**config.mk**
```make
export PLATFORM = sky130hd
export DESIGN_NAME = bst_tap
export DESIGN_NICKNAME = d
export VERILOG_FILES = /design/src/rtl/bst_pkg.sv /design/src/rtl/bst_sync.sv /design/src/rtl/bst_tap.sv
export VERILOG_INCLUDE_DIRS = /design/src /design/src/rtl
export SDC_FILE = /design/constraint.sdc
export NUM_CORES = 1
export LEC_CHECK = 0
export BUFFER_PORTS_ARGS = -buffer_cell sky130_fd_sc_hd__buf_2
export CAP_MARGIN = 20
export CORE_ASPECT_RATIO = 1.25
export CORE_MARGIN = 2
export CORE_UTILIZATION = 23
export CTS_BUF_LIST = sky130_fd_sc_hd__clkbuf_4 sky130_fd_sc_hd__clkbuf_8
export DETAILED_ROUTE_END_ITERATION = 7
export GPL_TIMING_DRIVEN = 0
export PLACE_DENSITY = 0.49
export SYNTH_ARGS = -nofsm -noshare
export SYNTH_HDL_FRONTEND = slang
export SYNTH_SLANG_ARGS = --single-unit
```
**constraint.sdc**
```tcl
create_clock -name clk -period 3.19 [get_ports clk]
set_input_delay 0 -clock clk [delete_from_list [all_inputs] [get_ports clk]]
set_output_delay 0 -clock clk [all_outputs]
set_load 0.05 [all_outputs]
```
**src/rtl/bst_defs.svh**
```systemverilog
// Constants of the boundary-scan test access port.
// Assumes inclusion by bare name from the rtl folder.
`ifndef BST_DEFS_SVH
`define BST_DEFS_SVH

`define BST_IR_W        4
`define BST_IR_BYPASS   4'h0
`define BST_IR_SAMPLE   4'h1
`define BST_IR_IDCODE   4'h2
`define BST_IR_USERCODE 4'h3
`define BST_IR_CLAMP    4'h4
`define BST_IR_HIGHZ    4'h5
`define BST_IR_EXTEST   4'h7
`define BST_IR_IFSWITCH 4'h8
`define BST_IR_REGRD    4'h9
`define BST_IR_REGWR    4'ha
`define BST_IR_CAPTURE  4'h1

`define BST_DR_W        32
`define BST_BSR_LEN     24
`define BST_PADS        12
`define BST_OD_PAD      3
`define BST_ADDR_W      7
`define BST_DATA_W      8
`define BST_LEN_BYPASS  6'h01
`define BST_LEN_BSR     6'h18
`define BST_LEN_ID      6'h20
`define BST_LEN_RA      6'h0f

// Identification fields: arbitrary values
`define BST_ID_VERSION  4'h5
`define BST_ID_PART     16'h1a2b
`define BST_ID_MAKER    11'h0c3
`define BST_IDCODE      {`BST_ID_VERSION, `BST_ID_PART, `BST_ID_MAKER, 1'b1}

`endif

```
**src/rtl/bst_pkg.sv**
```systemverilog
// Types of the boundary-scan test access port.
// Assumes nothing beyond a SystemVerilog compiler.
package bst_pkg;

    typedef enum logic [3:0] {
        TLR, RTI, SEL_DR, CAP_DR, SHIFT_DR, EXIT1_DR, PAUSE_DR, EXIT2_DR, UPD_DR,
        SEL_IR, CAP_IR, SHIFT_IR, EXIT1_IR, PAUSE_IR, EXIT2_IR, UPD_IR
    } bst_state_type;

endpackage

```
**src/rtl/bst_sync.sv**
```systemverilog
// Two-flop synchroniser for inputs from outside the clock domain.
// Assumes a free-running clk; ce freezes the stages.
`timescale 1ns/1ns
module bst_sync #(
    parameter int WIDTH = 1
) (
    input  wire logic             clk,
    input  wire logic             rst_b,
    input  wire logic             ce,
    input  wire logic [WIDTH-1:0] d,
    output logic      [WIDTH-1:0] q
);
    logic [WIDTH-1:0] meta_ff;

    // First stage feeds only the second stage
    always_ff @(posedge clk or negedge rst_b) begin
        if (!rst_b) begin
            meta_ff <= '0;
            q       <= '0;
        end else if (ce) begin
            meta_ff <= d;
            q       <= meta_ff;
        end
    end
endmodule // bst_sync

```
**src/rtl/bst_tap.sv**
```systemverilog
// Boundary-scan test access port with boundary register and scan register access.
// Assumes tck, tms, tdi and pad inputs are asynchronous; core-side inputs share clk.
`timescale 1ns/1ns
`include "bst_defs.svh"

// Notes on behaviour
// - Codes 0,1,2,3,4,5,7 decode to standard instructions
// - Codes 8,9,10: switch, register read, write
// - State advances on tck rise using tms
// - Five tms-high rises reach Test-Logic-Reset
// - Test-Logic-Reset loads identification instruction
// - Stopped tck keeps state and registers
// - tdi shifted on rise into selected chain
// - tdo changes on tck fall only
// - tdo released unless shifting
// - Bypass is one bit, core untouched
// - Twenty-four cells, controls above even bidir cells
// - Cell types per pin class
// - Identification word with lsb one
// - User code from first configuration bytes
// - Switch bit one disables host, enables access
// - Read capture loads address, update takes new
module bst_tap (
    input  wire logic                     clk,
    input  wire logic                     rst_b,
    input  wire logic                     ce,
    input  wire logic                     tck,
    input  wire logic                     tms,
    input  wire logic                     tdi,
    output logic                          tdo,
    output logic                          tdo_oe,
    input  wire logic [`BST_PADS-1:0]     core_do,
    input  wire logic [`BST_PADS-1:0]     core_oe,
    input  wire logic                     core_aux_do,
    input  wire logic [`BST_PADS-1:0]     pad_di,
    output logic      [`BST_PADS-1:0]     pad_do,
    output logic      [`BST_PADS-1:0]     pad_oe,
    output logic                          pad_aux_do,
    input  wire logic [`BST_DR_W-1:0]     user_code,
    output logic                          host_if_disable,
    output logic      [`BST_ADDR_W-1:0]   reg_addr,
    input  wire logic [`BST_DATA_W-1:0]   reg_rd_data,
    output logic                          reg_wr_stb,
    output logic      [`BST_ADDR_W-1:0]   reg_wr_addr,
    output logic      [`BST_DATA_W-1:0]   reg_wr_data
);
    import bst_pkg::*;

    logic                    tck_s;
    logic                    tms_s;
    logic                    tdi_s;
    logic [`BST_PADS-1:0]    pad_di_s;
    logic                    tck_d_ff;
    logic                    tck_rise;
    logic                    tck_fall;
    logic [2:0]              settle_ff;
    bst_state_type           state_ff;
    bst_state_type           nxt_state;
    logic [`BST_IR_W-1:0]    ir_ff;
    logic [`BST_IR_W-1:0]    ir_sh_ff;
    logic [`BST_DR_W-1:0]    dr_ff;
    logic [`BST_DR_W-1:0]    nxt_dr_shift;
    logic [`BST_DR_W-1:0]    dr_capture;
    logic [5:0]              dr_len;
    logic [`BST_BSR_LEN-1:0] bsr_upd_ff;
    logic [`BST_BSR_LEN-1:0] bsr_cap;
    logic                    if_sw_ff;
    logic                    test_mode;
    logic                    step;
    logic [2:0]              tms_hi_cnt_ff;

    // Pins pass two flops; tms and tdi share the tck delay so they line up at its edges
    bst_sync #(
        .WIDTH (`BST_PADS + 3)
    ) u_sync (
        .clk   (clk),
        .rst_b (rst_b),
        .ce    (ce),
        .d     ({pad_di, tck, tms, tdi}),
        .q     ({pad_di_s, tck_s, tms_s, tdi_s})
    );

    always_ff @(posedge clk or negedge rst_b) begin
        if (!rst_b) begin
            tck_d_ff  <= 1'b1;
            settle_ff <= 3'h0;
        end else if (ce) begin
            tck_d_ff  <= tck_s;
            settle_ff <= {settle_ff[1:0], 1'b1};
        end
    end

    // Edges found here; a stopped tck yields none, so every tap register holds.
    // Sync stages reset low while the pin idles high: no edge until the history is real
    assign tck_rise = tck_s & ~tck_d_ff & settle_ff[2];
    assign tck_fall = ~tck_s & tck_d_ff & settle_ff[2];
    assign step     = tck_rise & ce;

    always_comb begin
        nxt_state = state_ff;
        case (state_ff)
            TLR:      nxt_state = tms_s ? TLR      : RTI;
            RTI:      nxt_state = tms_s ? SEL_DR   : RTI;
            SEL_DR:   nxt_state = tms_s ? SEL_IR   : CAP_DR;
            CAP_DR:   nxt_state = tms_s ? EXIT1_DR : SHIFT_DR;
            SHIFT_DR: nxt_state = tms_s ? EXIT1_DR : SHIFT_DR;
            EXIT1_DR: nxt_state = tms_s ? UPD_DR   : PAUSE_DR;
            PAUSE_DR: nxt_state = tms_s ? EXIT2_DR : PAUSE_DR;
            EXIT2_DR: nxt_state = tms_s ? UPD_DR   : SHIFT_DR;
            UPD_DR:   nxt_state = tms_s ? SEL_DR   : RTI;
            SEL_IR:   nxt_state = tms_s ? TLR      : CAP_IR;
            CAP_IR:   nxt_state = tms_s ? EXIT1_IR : SHIFT_IR;
            SHIFT_IR: nxt_state = tms_s ? EXIT1_IR : SHIFT_IR;
            EXIT1_IR: nxt_state = tms_s ? UPD_IR   : PAUSE_IR;
            PAUSE_IR: nxt_state = tms_s ? EXIT2_IR : PAUSE_IR;
            EXIT2_IR: nxt_state = tms_s ? UPD_IR   : SHIFT_IR;
            UPD_IR:   nxt_state = tms_s ? SEL_DR   : RTI;
            default:  nxt_state = TLR;
        endcase
    end

    always_ff @(posedge clk or negedge rst_b) begin
        if (!rst_b) begin
            state_ff <= TLR;
        end else if (step) begin
            state_ff <= nxt_state;
        end
    end

    // Instruction chain and its update stage
    always_ff @(posedge clk or negedge rst_b) begin
        if (!rst_b) begin
            ir_ff    <= `BST_IR_IDCODE;
            ir_sh_ff <= `BST_IR_CAPTURE;
        end else if (step) begin
            if (nxt_state == TLR) begin
                ir_ff <= `BST_IR_IDCODE;
            end else if (state_ff == UPD_IR) begin
                ir_ff <= ir_sh_ff;
            end
            if (state_ff == CAP_IR) begin
                ir_sh_ff <= `BST_IR_CAPTURE;
            end else if (state_ff == SHIFT_IR) begin
                ir_sh_ff <= {tdi_s, ir_sh_ff[`BST_IR_W-1:1]};
            end
        end
    end

    // Chain length per instruction; unknown codes fall back to the one-bit bypass
    always_comb begin
        case (ir_ff)
            `BST_IR_SAMPLE, `BST_IR_EXTEST:     dr_len = `BST_LEN_BSR;
            `BST_IR_IDCODE, `BST_IR_USERCODE:   dr_len = `BST_LEN_ID;
            `BST_IR_REGRD, `BST_IR_REGWR:       dr_len = `BST_LEN_RA;
            default:                            dr_len = `BST_LEN_BYPASS;
        endcase
    end

    always_comb begin
        dr_capture = '0;
        case (ir_ff)
            `BST_IR_SAMPLE, `BST_IR_EXTEST: dr_capture[`BST_BSR_LEN-1:0] = bsr_cap;
            `BST_IR_IDCODE:   dr_capture = `BST_IDCODE;
            `BST_IR_USERCODE: dr_capture = user_code;
            `BST_IR_IFSWITCH: dr_capture[0] = if_sw_ff;
            `BST_IR_REGRD: begin
                dr_capture[`BST_ADDR_W-1:0] = reg_addr;
                dr_capture[`BST_LEN_RA-1:`BST_ADDR_W] = if_sw_ff ? reg_rd_data : '0;
            end
            `BST_IR_REGWR:    dr_capture[`BST_ADDR_W-1:0] = reg_addr;
            default:          dr_capture = '0;
        endcase
    end

    // Shift right; tdi enters at the top cell of the selected length
    genvar gb;
    generate
        for (gb = 0; gb < `BST_DR_W; gb++) begin : g_dr
            if (gb == `BST_DR_W - 1) begin : g_top
                assign nxt_dr_shift[gb] = (dr_len == 6'(gb + 1)) ? tdi_s : 1'b0;
            end else begin : g_mid
                assign nxt_dr_shift[gb] = (dr_len == 6'(gb + 1)) ? tdi_s : dr_ff[gb + 1];
            end
        end
    endgenerate

    always_ff @(posedge clk or negedge rst_b) begin
        if (!rst_b) begin
            dr_ff <= '0;
        end else if (step) begin
            if (state_ff == CAP_DR) begin
                dr_ff <= dr_capture;
            end else if (state_ff == SHIFT_DR) begin
                dr_ff <= nxt_dr_shift;
            end
        end
    end

    // Update-DR effects
    always_ff @(posedge clk or negedge rst_b) begin
        if (!rst_b) begin
            bsr_upd_ff <= '0;
            if_sw_ff   <= 1'b0;
            reg_addr   <= '0;
        end else if (step) begin
            if (nxt_state == TLR) begin
                if_sw_ff <= 1'b0;
            end else if (state_ff == UPD_DR) begin
                case (ir_ff)
                    `BST_IR_SAMPLE, `BST_IR_EXTEST: bsr_upd_ff <= dr_ff[`BST_BSR_LEN-1:0];
                    `BST_IR_IFSWITCH: if_sw_ff <= dr_ff[0];
                    `BST_IR_REGRD:    reg_addr <= dr_ff[`BST_ADDR_W-1:0];
                    default:          if_sw_ff <= if_sw_ff;
                endcase
            end
        end
    end

    always_ff @(posedge clk or negedge rst_b) begin
        if (!rst_b) begin
            reg_wr_stb  <= 1'b0;
            reg_wr_addr <= '0;
            reg_wr_data <= '0;
        end else if (ce) begin
            reg_wr_stb <= 1'b0;
            if (tck_rise && state_ff == UPD_DR && ir_ff == `BST_IR_REGWR && if_sw_ff) begin
                reg_wr_stb  <= 1'b1;
                reg_wr_addr <= dr_ff[`BST_ADDR_W-1:0];
                reg_wr_data <= dr_ff[`BST_LEN_RA-1:`BST_ADDR_W];
            end
        end
    end

    always_ff @(posedge clk or negedge rst_b) begin
        if (!rst_b) begin
            host_if_disable <= 1'b0;
        end else if (ce) begin
            host_if_disable <= if_sw_ff;
        end
    end

    // Falling edge drives tdo so a downstream device samples it stable
    always_ff @(posedge clk or negedge rst_b) begin
        if (!rst_b) begin
            tdo    <= 1'b0;
            tdo_oe <= 1'b0;
        end else if (tck_fall && ce) begin
            tdo    <= (state_ff == SHIFT_IR) ? ir_sh_ff[0] : dr_ff[0];
            tdo_oe <= (state_ff == SHIFT_IR) || (state_ff == SHIFT_DR);
        end
    end

    assign test_mode = (ir_ff == `BST_IR_EXTEST) || (ir_ff == `BST_IR_CLAMP) || (ir_ff == `BST_IR_HIGHZ);

    // Pad k: data cell 2k, control 2k+1; the open-drain pad has an input-type
    // cell and gives its odd slot (cell 7) to the second output
    genvar gp;
    generate
        for (gp = 0; gp < `BST_PADS; gp++) begin : g_pad
            assign bsr_cap[2 * gp] = pad_di_s[gp];
            if (gp == `BST_OD_PAD) begin : g_od
                assign bsr_cap[2 * gp + 1] = core_aux_do;
                always_ff @(posedge clk or negedge rst_b) begin
                    if (!rst_b) begin
                        pad_do[gp] <= 1'b0;
                        pad_oe[gp] <= 1'b0;
                    end else if (ce) begin
                        pad_do[gp] <= test_mode ? 1'b0 : core_do[gp];
                        pad_oe[gp] <= (ir_ff == `BST_IR_HIGHZ) ? 1'b0 :
                                      test_mode ? ~bsr_upd_ff[2 * gp] : core_oe[gp];
                    end
                end
            end else begin : g_bidir
                assign bsr_cap[2 * gp + 1] = core_oe[gp];
                always_ff @(posedge clk or negedge rst_b) begin
                    if (!rst_b) begin
                        pad_do[gp] <= 1'b0;
                        pad_oe[gp] <= 1'b0;
                    end else if (ce) begin
                        pad_do[gp] <= test_mode ? bsr_upd_ff[2 * gp] : core_do[gp];
                        pad_oe[gp] <= (ir_ff == `BST_IR_HIGHZ) ? 1'b0 :
                                      test_mode ? bsr_upd_ff[2 * gp + 1] : core_oe[gp];
                    end
                end
            end
        end
    endgenerate

    always_ff @(posedge clk or negedge rst_b) begin
        if (!rst_b) begin
            pad_aux_do <= 1'b0;
        end else if (ce) begin
            pad_aux_do <= test_mode ? bsr_upd_ff[2 * `BST_OD_PAD + 1] : core_aux_do;
        end
    end

    // Checking helpers: run of tck rises with tms high
    always_ff @(posedge clk or negedge rst_b) begin
        if (!rst_b) begin
            tms_hi_cnt_ff <= '0;
        end else if (step) begin
            tms_hi_cnt_ff <= !tms_s ? 3'h0 : (tms_hi_cnt_ff == 3'h7) ? 3'h7 : tms_hi_cnt_ff + 3'h1;
        end
    end
endmodule // bst_tap

```
Word-level counts from Yosys, hierarchy flattened
Index checks and enable logic that the tools add are counted.
{"block": "totals", "regBits": 154, "inputBits": 83, "out_inout_bits": 51, "elab_cells": 234}
{"block": "op_classes", "n_eq_ne": 56, "n_mux": 100, "bitwise": 9, "n_reduce_logical": 27}
{"cell": "$eq 6x5->1 const B", "n": 16}
{"cell": "$mux 1", "n": 77}
{"cell": "$mux 32", "n": 2}
{"cell": "$eq 6x4->1 const B", "n": 8}
{"cell": "$pmux 4 s12", "n": 1}
{"cell": "$eq 4x4->1 const B", "n": 11}
{"cell": "$mux 4", "n": 8}
{"cell": "$pmux 8 s4", "n": 1}
{"cell": "$eq 4x3->1 const B", "n": 7}
{"cell": "$pmux 9 s3", "n": 1}
{"cell": "$eq 6x3->1 const B", "n": 4}
{"cell": "$pmux 6 s4", "n": 1}
{"cell": "$pmux 6 s3", "n": 1}
{"cell": "$eq 4x2->1 const B", "n": 4}
{"cell": "$pmux 8 s2", "n": 1}
{"cell": "$eq 6x2->1 const B", "n": 2}
{"cell": "$reduce_bool 2->1", "n": 5}
{"cell": "$reduce_or 2->1", "n": 5}
{"cell": "$eq 4x1->1 const B", "n": 2}
{"cell": "$logic_not 4->1", "n": 2}
{"cell": "$mux 8", "n": 1}
{"cell": "$reduce_and 2->1", "n": 4}
{"cell": "$reduce_and 4->1", "n": 2}
{"cell": "$eq 6x1->1 const B", "n": 1}
{"cell": "other kinds (10)", "n": 25}

Logic depth before layout (Yosys ltp)
{"block": "logic_depth", "ltp_word": 7, "ltp_mapped": 8, "mapped_depth_nobuf": 5}

Hierarchy
A second synthesis with hierarchy kept.
{"block": "hier_totals", "hier_cells": 660, "area_unflattened_um2": 7554.7}
{"module": "bst_tap", "instances": 1, "cells_each": 597, "area_per_inst_um2": 6319.8, "seq_area_each_um2": 3106.7}
{"module": "bst_sync", "instances": 1, "cells_each": 63, "area_per_inst_um2": 1234.9, "seq_area_each_um2": 750.7}

Worst setup path after synthesis
No wires, ideal clock.
{"block": "synth_path", "path_kind": "register to register", "startpoint": "reg ir_ff[1]", "endpoint": "reg dr_ff[14]", "setup_ns": 0.130, "arrival_ns": 1.653, "required_ns": 3.060, "slack_ns": 1.406, "stages_incl_launch_ff": 8, "path_buffers": 2, "period_less_slack_ns": 1.784, "path_cell_list": "dfstp_2 buf_2 buf_2 mux2i_1 a21oi_1 nor2_1 a221oi_1 a21oi_1"}
{"block": "synth_via", "elab_chain_cells": 7, "elab_cells_between_ends": 15, "cone_classes": "eq/ne (7); mux (5); reduce/logical (3)"}
{"item": "start: declaration", "line": "bst_tap.sv:59", "rtl": "logic [`BST_IR_W-1:0] ir_ff;"}
{"item": "start signal: assignment", "line": "bst_tap.sv:133", "rtl": "ir_ff <= `BST_IR_IDCODE;"}
{"item": "start signal: assignment", "line": "bst_tap.sv:137", "rtl": "ir_ff <= `BST_IR_IDCODE;"}
{"item": "start signal: assignment", "line": "bst_tap.sv:139", "rtl": "ir_ff <= ir_sh_ff;"}
{"item": "$eq 4x4->1 (tied with other cells)", "line": "bst_tap.sv:151", "rtl": "case (ir_ff)"}
{"item": "$reduce_or 2->1, on equally long branches"}
{"item": "$pmux 6 s3", "line": "bst_tap.sv:151"}
{"item": "$eq 6x4->1", "line": "bst_tap.sv:182", "rtl": "assign nxt_dr_shift[gb] = (dr_len == 6'(gb + 1)) ? tdi_s : dr_ff[gb + 1];"}
{"item": "$mux 1", "line": "bst_tap.sv:182"}
{"item": "$mux 32", "line": "bst_tap.sv:193", "rtl": "end else if (state_ff == SHIFT_DR) begin"}
{"item": "$mux 32 *", "line": "bst_tap.sv:191", "rtl": "if (state_ff == CAP_DR) begin"}
{"item": "end signal: assignment", "line": "bst_tap.sv:192", "rtl": "dr_ff <= dr_capture;"}
{"item": "end signal: assignment", "line": "bst_tap.sv:194", "rtl": "dr_ff <= nxt_dr_shift;"}
{"item": "end: declaration", "line": "bst_tap.sv:61", "rtl": "logic [`BST_DR_W-1:0] dr_ff;"}
Every way passes the cells marked *; elsewhere a longest branch is shown, timed or not. The select of a mux whose other input is x is not followed.
A chain may end at the register's enable or synchronous reset.

Worst setup path after layout
{"block": "layout_path", "startpoint": "reg ir_ff[1]", "endpoint": "reg pad_oe[4]"}
{"block": "layout_via", "elab_chain_cells": 5, "elab_cells_between_ends": 7, "cone_classes": "eq/ne (3); mux (2); reduce/logical (2)"}
{"item": "$eq 4x3->1"}
{"item": "$logic_or 1x1->1 (2 in series)", "line": "bst_tap.sv:253", "rtl": "assign test_mode = (ir_ff == `BST_IR_EXTEST) || (ir_ff == `BST_IR_CLAMP) || (ir_ff == `BST_IR_HIGHZ);"}
{"item": "$mux 1", "line": "bst_tap.sv:282", "rtl": "test_mode ? bsr_upd_ff[2 * gp + 1] : core_oe[gp];"}
{"item": "$mux 1 *", "line": "bst_tap.sv:281", "rtl": "pad_oe[gp] <= (ir_ff == `BST_IR_HIGHZ) ? 1'b0 :"}
{"item": "end signal: indexed assignment", "line": "bst_tap.sv:281"}
{"item": "end: declaration", "line": "bst_tap.sv:37", "rtl": "output logic [`BST_PADS-1:0] pad_oe,"}
Every way passes the cells marked *; elsewhere a longest branch is shown, timed or not.

==> flow_metrics.py <==
metrics = {
    "power_and_ir_drop": {
        "ir_drop_v": 0.0002427,
        "powerDensity_nw_per_um2": 563.0,
        "p_leak_nw": 4.246,
    },
    "sta": {
        "period_share_pct": 72.96,
        "slew_headroom_pct": 40.39,
        "rsz0062_at_grt": "false",
        "period_needed_ns": 2.328,
        "tns_ns": 0,
        "slew_violations": 0,
        "worstMarginPinSlew_ns": 0.8909,
        "fin_skew_ns": 0.01943,
        "finalSetupViolations": 0,
        "fmax_mhz": 429.6,
        "finalHoldViolCount": 0,
    },
    "worst_setup_path": {
        "critPathLaunchType": "flop",
        "crit_family": "buffers and inverters",
        "path_buf_inv": 4,
        "cpPeakStageDelay_ns": 0.61,
        "crit_path_top_delay_cell": "o31ai_1",
        "critical_path.cell_chain": "buf_2 -> buf_2 -> clkbuf_1 -> o31ai_1 -> buf_2 -> o22ai_1",
        "criticalPathCategory": "reg -> reg",
        "ff2ff_setup_slack_ns": 0.86,
        "r2r_cells": 6,
        "crit_arrival_ns": 2.64,
        "endpoint_kind": "flop",
        "rr_endpoint": "pad_oe[4]",
        "crit_required_ns": 3.51,
        "critPathMaxFanout": 10,
        "cp_common_cell": "buf_2",
        "r2r-start": "ir_ff[1]",
    },
    "logic_synthesis": {
        "yosys.area.top_type": "dfrtp_1",
        "synth.distinct_cells": 57,
        "synth_nets": 745,
        "synthArstFlopShare_pct": 100.0,
        "yosysWarnings": 0,
        "netlist_area_um2": 7284,
        "synth_enable_flop_cells": 0,
        "yosysMostFrequentCell": "dfrtp_1",
        "syn_inst": 662,
        "ys_seq_elements": 154,
        "yosys-top-cells-count": "151 x dfrtp_1, 60 x mux2_2, 59 x nor2_1, 43 x nand2_1, 36 x a21oi_1",
        "yosysSeqAreaShare_pct": 52.95,
        "avgSynthCellArea_um2": 11.00,
        "synth_area_leaders": "dfrtp_1 52%, mux2_2 9.3%, mux2i_1 4.5%",
        "synth.top_cell.area_share_pct": 51.87,
        "yosys_most_used_dff": "dfrtp_1",
    },
    "place": {
        "hpwl_mm": 17.72,
        "placed_area_um2": 8492,
        "globalplace.congestion": 0.8975,
        "port_buffers": 132,
        "dp.cells": 1202,
    },
    "hold_path": {
        "hold_start": "user_code[17]",
        "hold_class": "in -> reg",
        "holdPathStages": 4,
        "worstHoldEndpoint": "dr_ff[17]",
    },
    "finish": {
        "final_area_um2": 9440,
        "n_fill_cell": 3236,
        "final_cells": 1288,
        "layout-drive-gt1-share_pct": 30.19,
        "synthToLayoutAreaGrowth_pct": 29.59,
        "diodes": 0,
        "nets": 951,
    },
    "clocking": {
        "insertion_delay_ns": 0.46,
        "numCtsBuffers": 17,
        "cts_setup_buffers": 0,
        "clk_pin_slew_ns": 0.09,
        "cts_max_level": 4,
        "cts_tree": "yes",
        "clock-sinks": 154,
        "root_buffer": "clkbuf_8",
        "clockBufferDepth": 2,
    },
    "floorplanning": {
        "initial_core_util_pct": 23.44,
        "dieArea_um2": 33120,
        "die_w_um": 163.2,
        "dieHeight_um": 203.0,
        "ios": 134,
        "rows": 72,
        "coreArea_um2": 31080,
    },
    "detailed_routing": {
        "viasPerCell": 4.599,
        "drc": 0,
        "first_pass_iters": 5,
        "ant_nets": 0,
        "wl_mm": 23.84,
        "via_count": 5923,
        "wire_per_inst_um": 18.51,
        "drt_iter0_drc": 365,
    },
    "global_route": {
        "gr-usage-met2_pct": 23.99,
        "grt_pass1_wl_mm": 36.56,
        "grt-ovfl-total": 0,
        "use_met1_pct": 19.64,
        "grt.busiest_layer": "met2",
        "antenna_found_initial": 0,
        "grt_usage_pct": 14.78,
        "grtUsageMet3_pct": 2.615,
        "grt_max_degree": 81,
        "grt_pass1_vias": 5952,
    },
    "flow_run": {
        "maxCapViolations": 0,
    },
    "status": {
        "outcome": "completed",
    },
}
state kept, by name, indices dropped and copies added (netlist names):
register,count
tdo,1
bsr_upd_ff,24
state_ff,4
reg_addr,7
host_if_disable,1
reg_wr_stb,1
pad_do,12
tdo_oe,1
reg_wr_data,8
settle_ff,3
ir_ff,4
reg_wr_addr,7
ir_sh_ff,4
u_sync.meta_ff,15
pad_oe,12
pad_aux_do,1
u_sync.q,15
tck_d_ff,1
dr_ff,32
if_sw_ff,1
timing repair:
| action | 4_1_cts | 5_1_grt |
|---|---|---|
| gates resized for setup | 0 | 0 |
| hold buffers | 54 | 0 |
| endpoints found under the hold margin | 131 | 0 |
worst max-delay path by stage:
stage                           endpoint  cells past startpoint     start  slack [ns]
after detailed placement        dr_ff[4]                      7  ir_ff[2]        0.88
after global routing            dr_ff[4]                      7  ir_ff[2]        0.75
after global placement    reg_wr_addr[1]                      1     rst_b       -0.40
final                          pad_oe[4]                      6  ir_ff[1]        0.86
after CTS                       dr_ff[4]                      7  ir_ff[2]        0.88
after floorplan                dr_ff[14]                      7  ir_ff[1]        1.41
placed cells by master (no fill, tap or decap), types with 5 or more instances in the layout:
master	netlist	layout
buf_2	24	155
dfrtp_1	151	151
mux2_2	60	60
nor2_1	59	59
dlygate4sd3_1	0	54
nand2_1	43	43
a21oi_1	36	36
o21ai_0	33	33
mux2i_1	33	33
mux2_1	29	29
clkbuf_1	23	23
inv_1	20	20
clkbuf_8	0	18
o21ai_1	16	16
o22ai_1	14	14
a221oi_1	14	14
a211oi_1	8	8
nand3_1	8	8
nor2b_1	7	7
nand2b_1	6	6
a31oi_1	6	6
a22oi_1	5	5
logic make-up (layout without fill, tap and decap cells):
group                  count (synthesis)  after routing  synth area share, %
AND/OR/NAND/NOR                      153            153                10.19
flip-flops                           154            154                52.95
multiplexers                         122            122                18.29
buffers and inverters                 70            289                4.174
XOR/XNOR                               4              4               0.4809
AO/OA/AOI/OAI                        159            159                13.91
worst min-delay path: cells and delay by family:
| kind | cells | cell delay (ns) |
|---|---|---|
| AOI/OAI and AO/OA | 2 | 0.20 |
| buffers and inverters | 1 | 0.09 |
| and+or+nand+nor | 1 | 0.17 |
where the power goes:
part           switching, mW  internal [mW]
logic                  0.753          0.468
clock network          0.811          0.734
registers              0.298           2.25
final cells by class:
class                           count  area (um2)  share of cell area (%)
Sequential cell                   154        3857                   40.86
Multi-Input combinational cell    438        3123                   33.08
Timing Repair Buffer              187        1239                   13.12
Tap cell                          407       509.2                   5.394
Clock buffer                       18       247.7                   2.624
Buffer                             49       225.2                   2.386
Clock inverter                     14       160.2                   1.696
Inverter                           21       78.83                  0.8350
stage by stage:
stage | power [mW] | hold slack, ns | util, % | setup WS, ns
3_5_place_dp | 3.763 | 0.02430 | 27.32 | 0.8793
2_1_floorplan | 3.274 | -0.2956 | - | 1.406
4_1_cts | 5.368 | 0.01397 | 30.37 | 0.8794
3_3_place_gp | 3.747 | 0.2345 | 27.20 | -0.3985
5_1_grt | 5.627 | 0.02397 | 30.37 | 0.7495
6_report | 5.314 | 0.04242 | 30.37 | 0.8624
per-layer routing:
metal  vias up  routed length (um)
met5         -                   0
met3        33                1076
met4         0                 645
li1       2796                   -
met2       177               11370
met1      2917               10750
No activity file was read; power rests on OpenSTA's default activity.
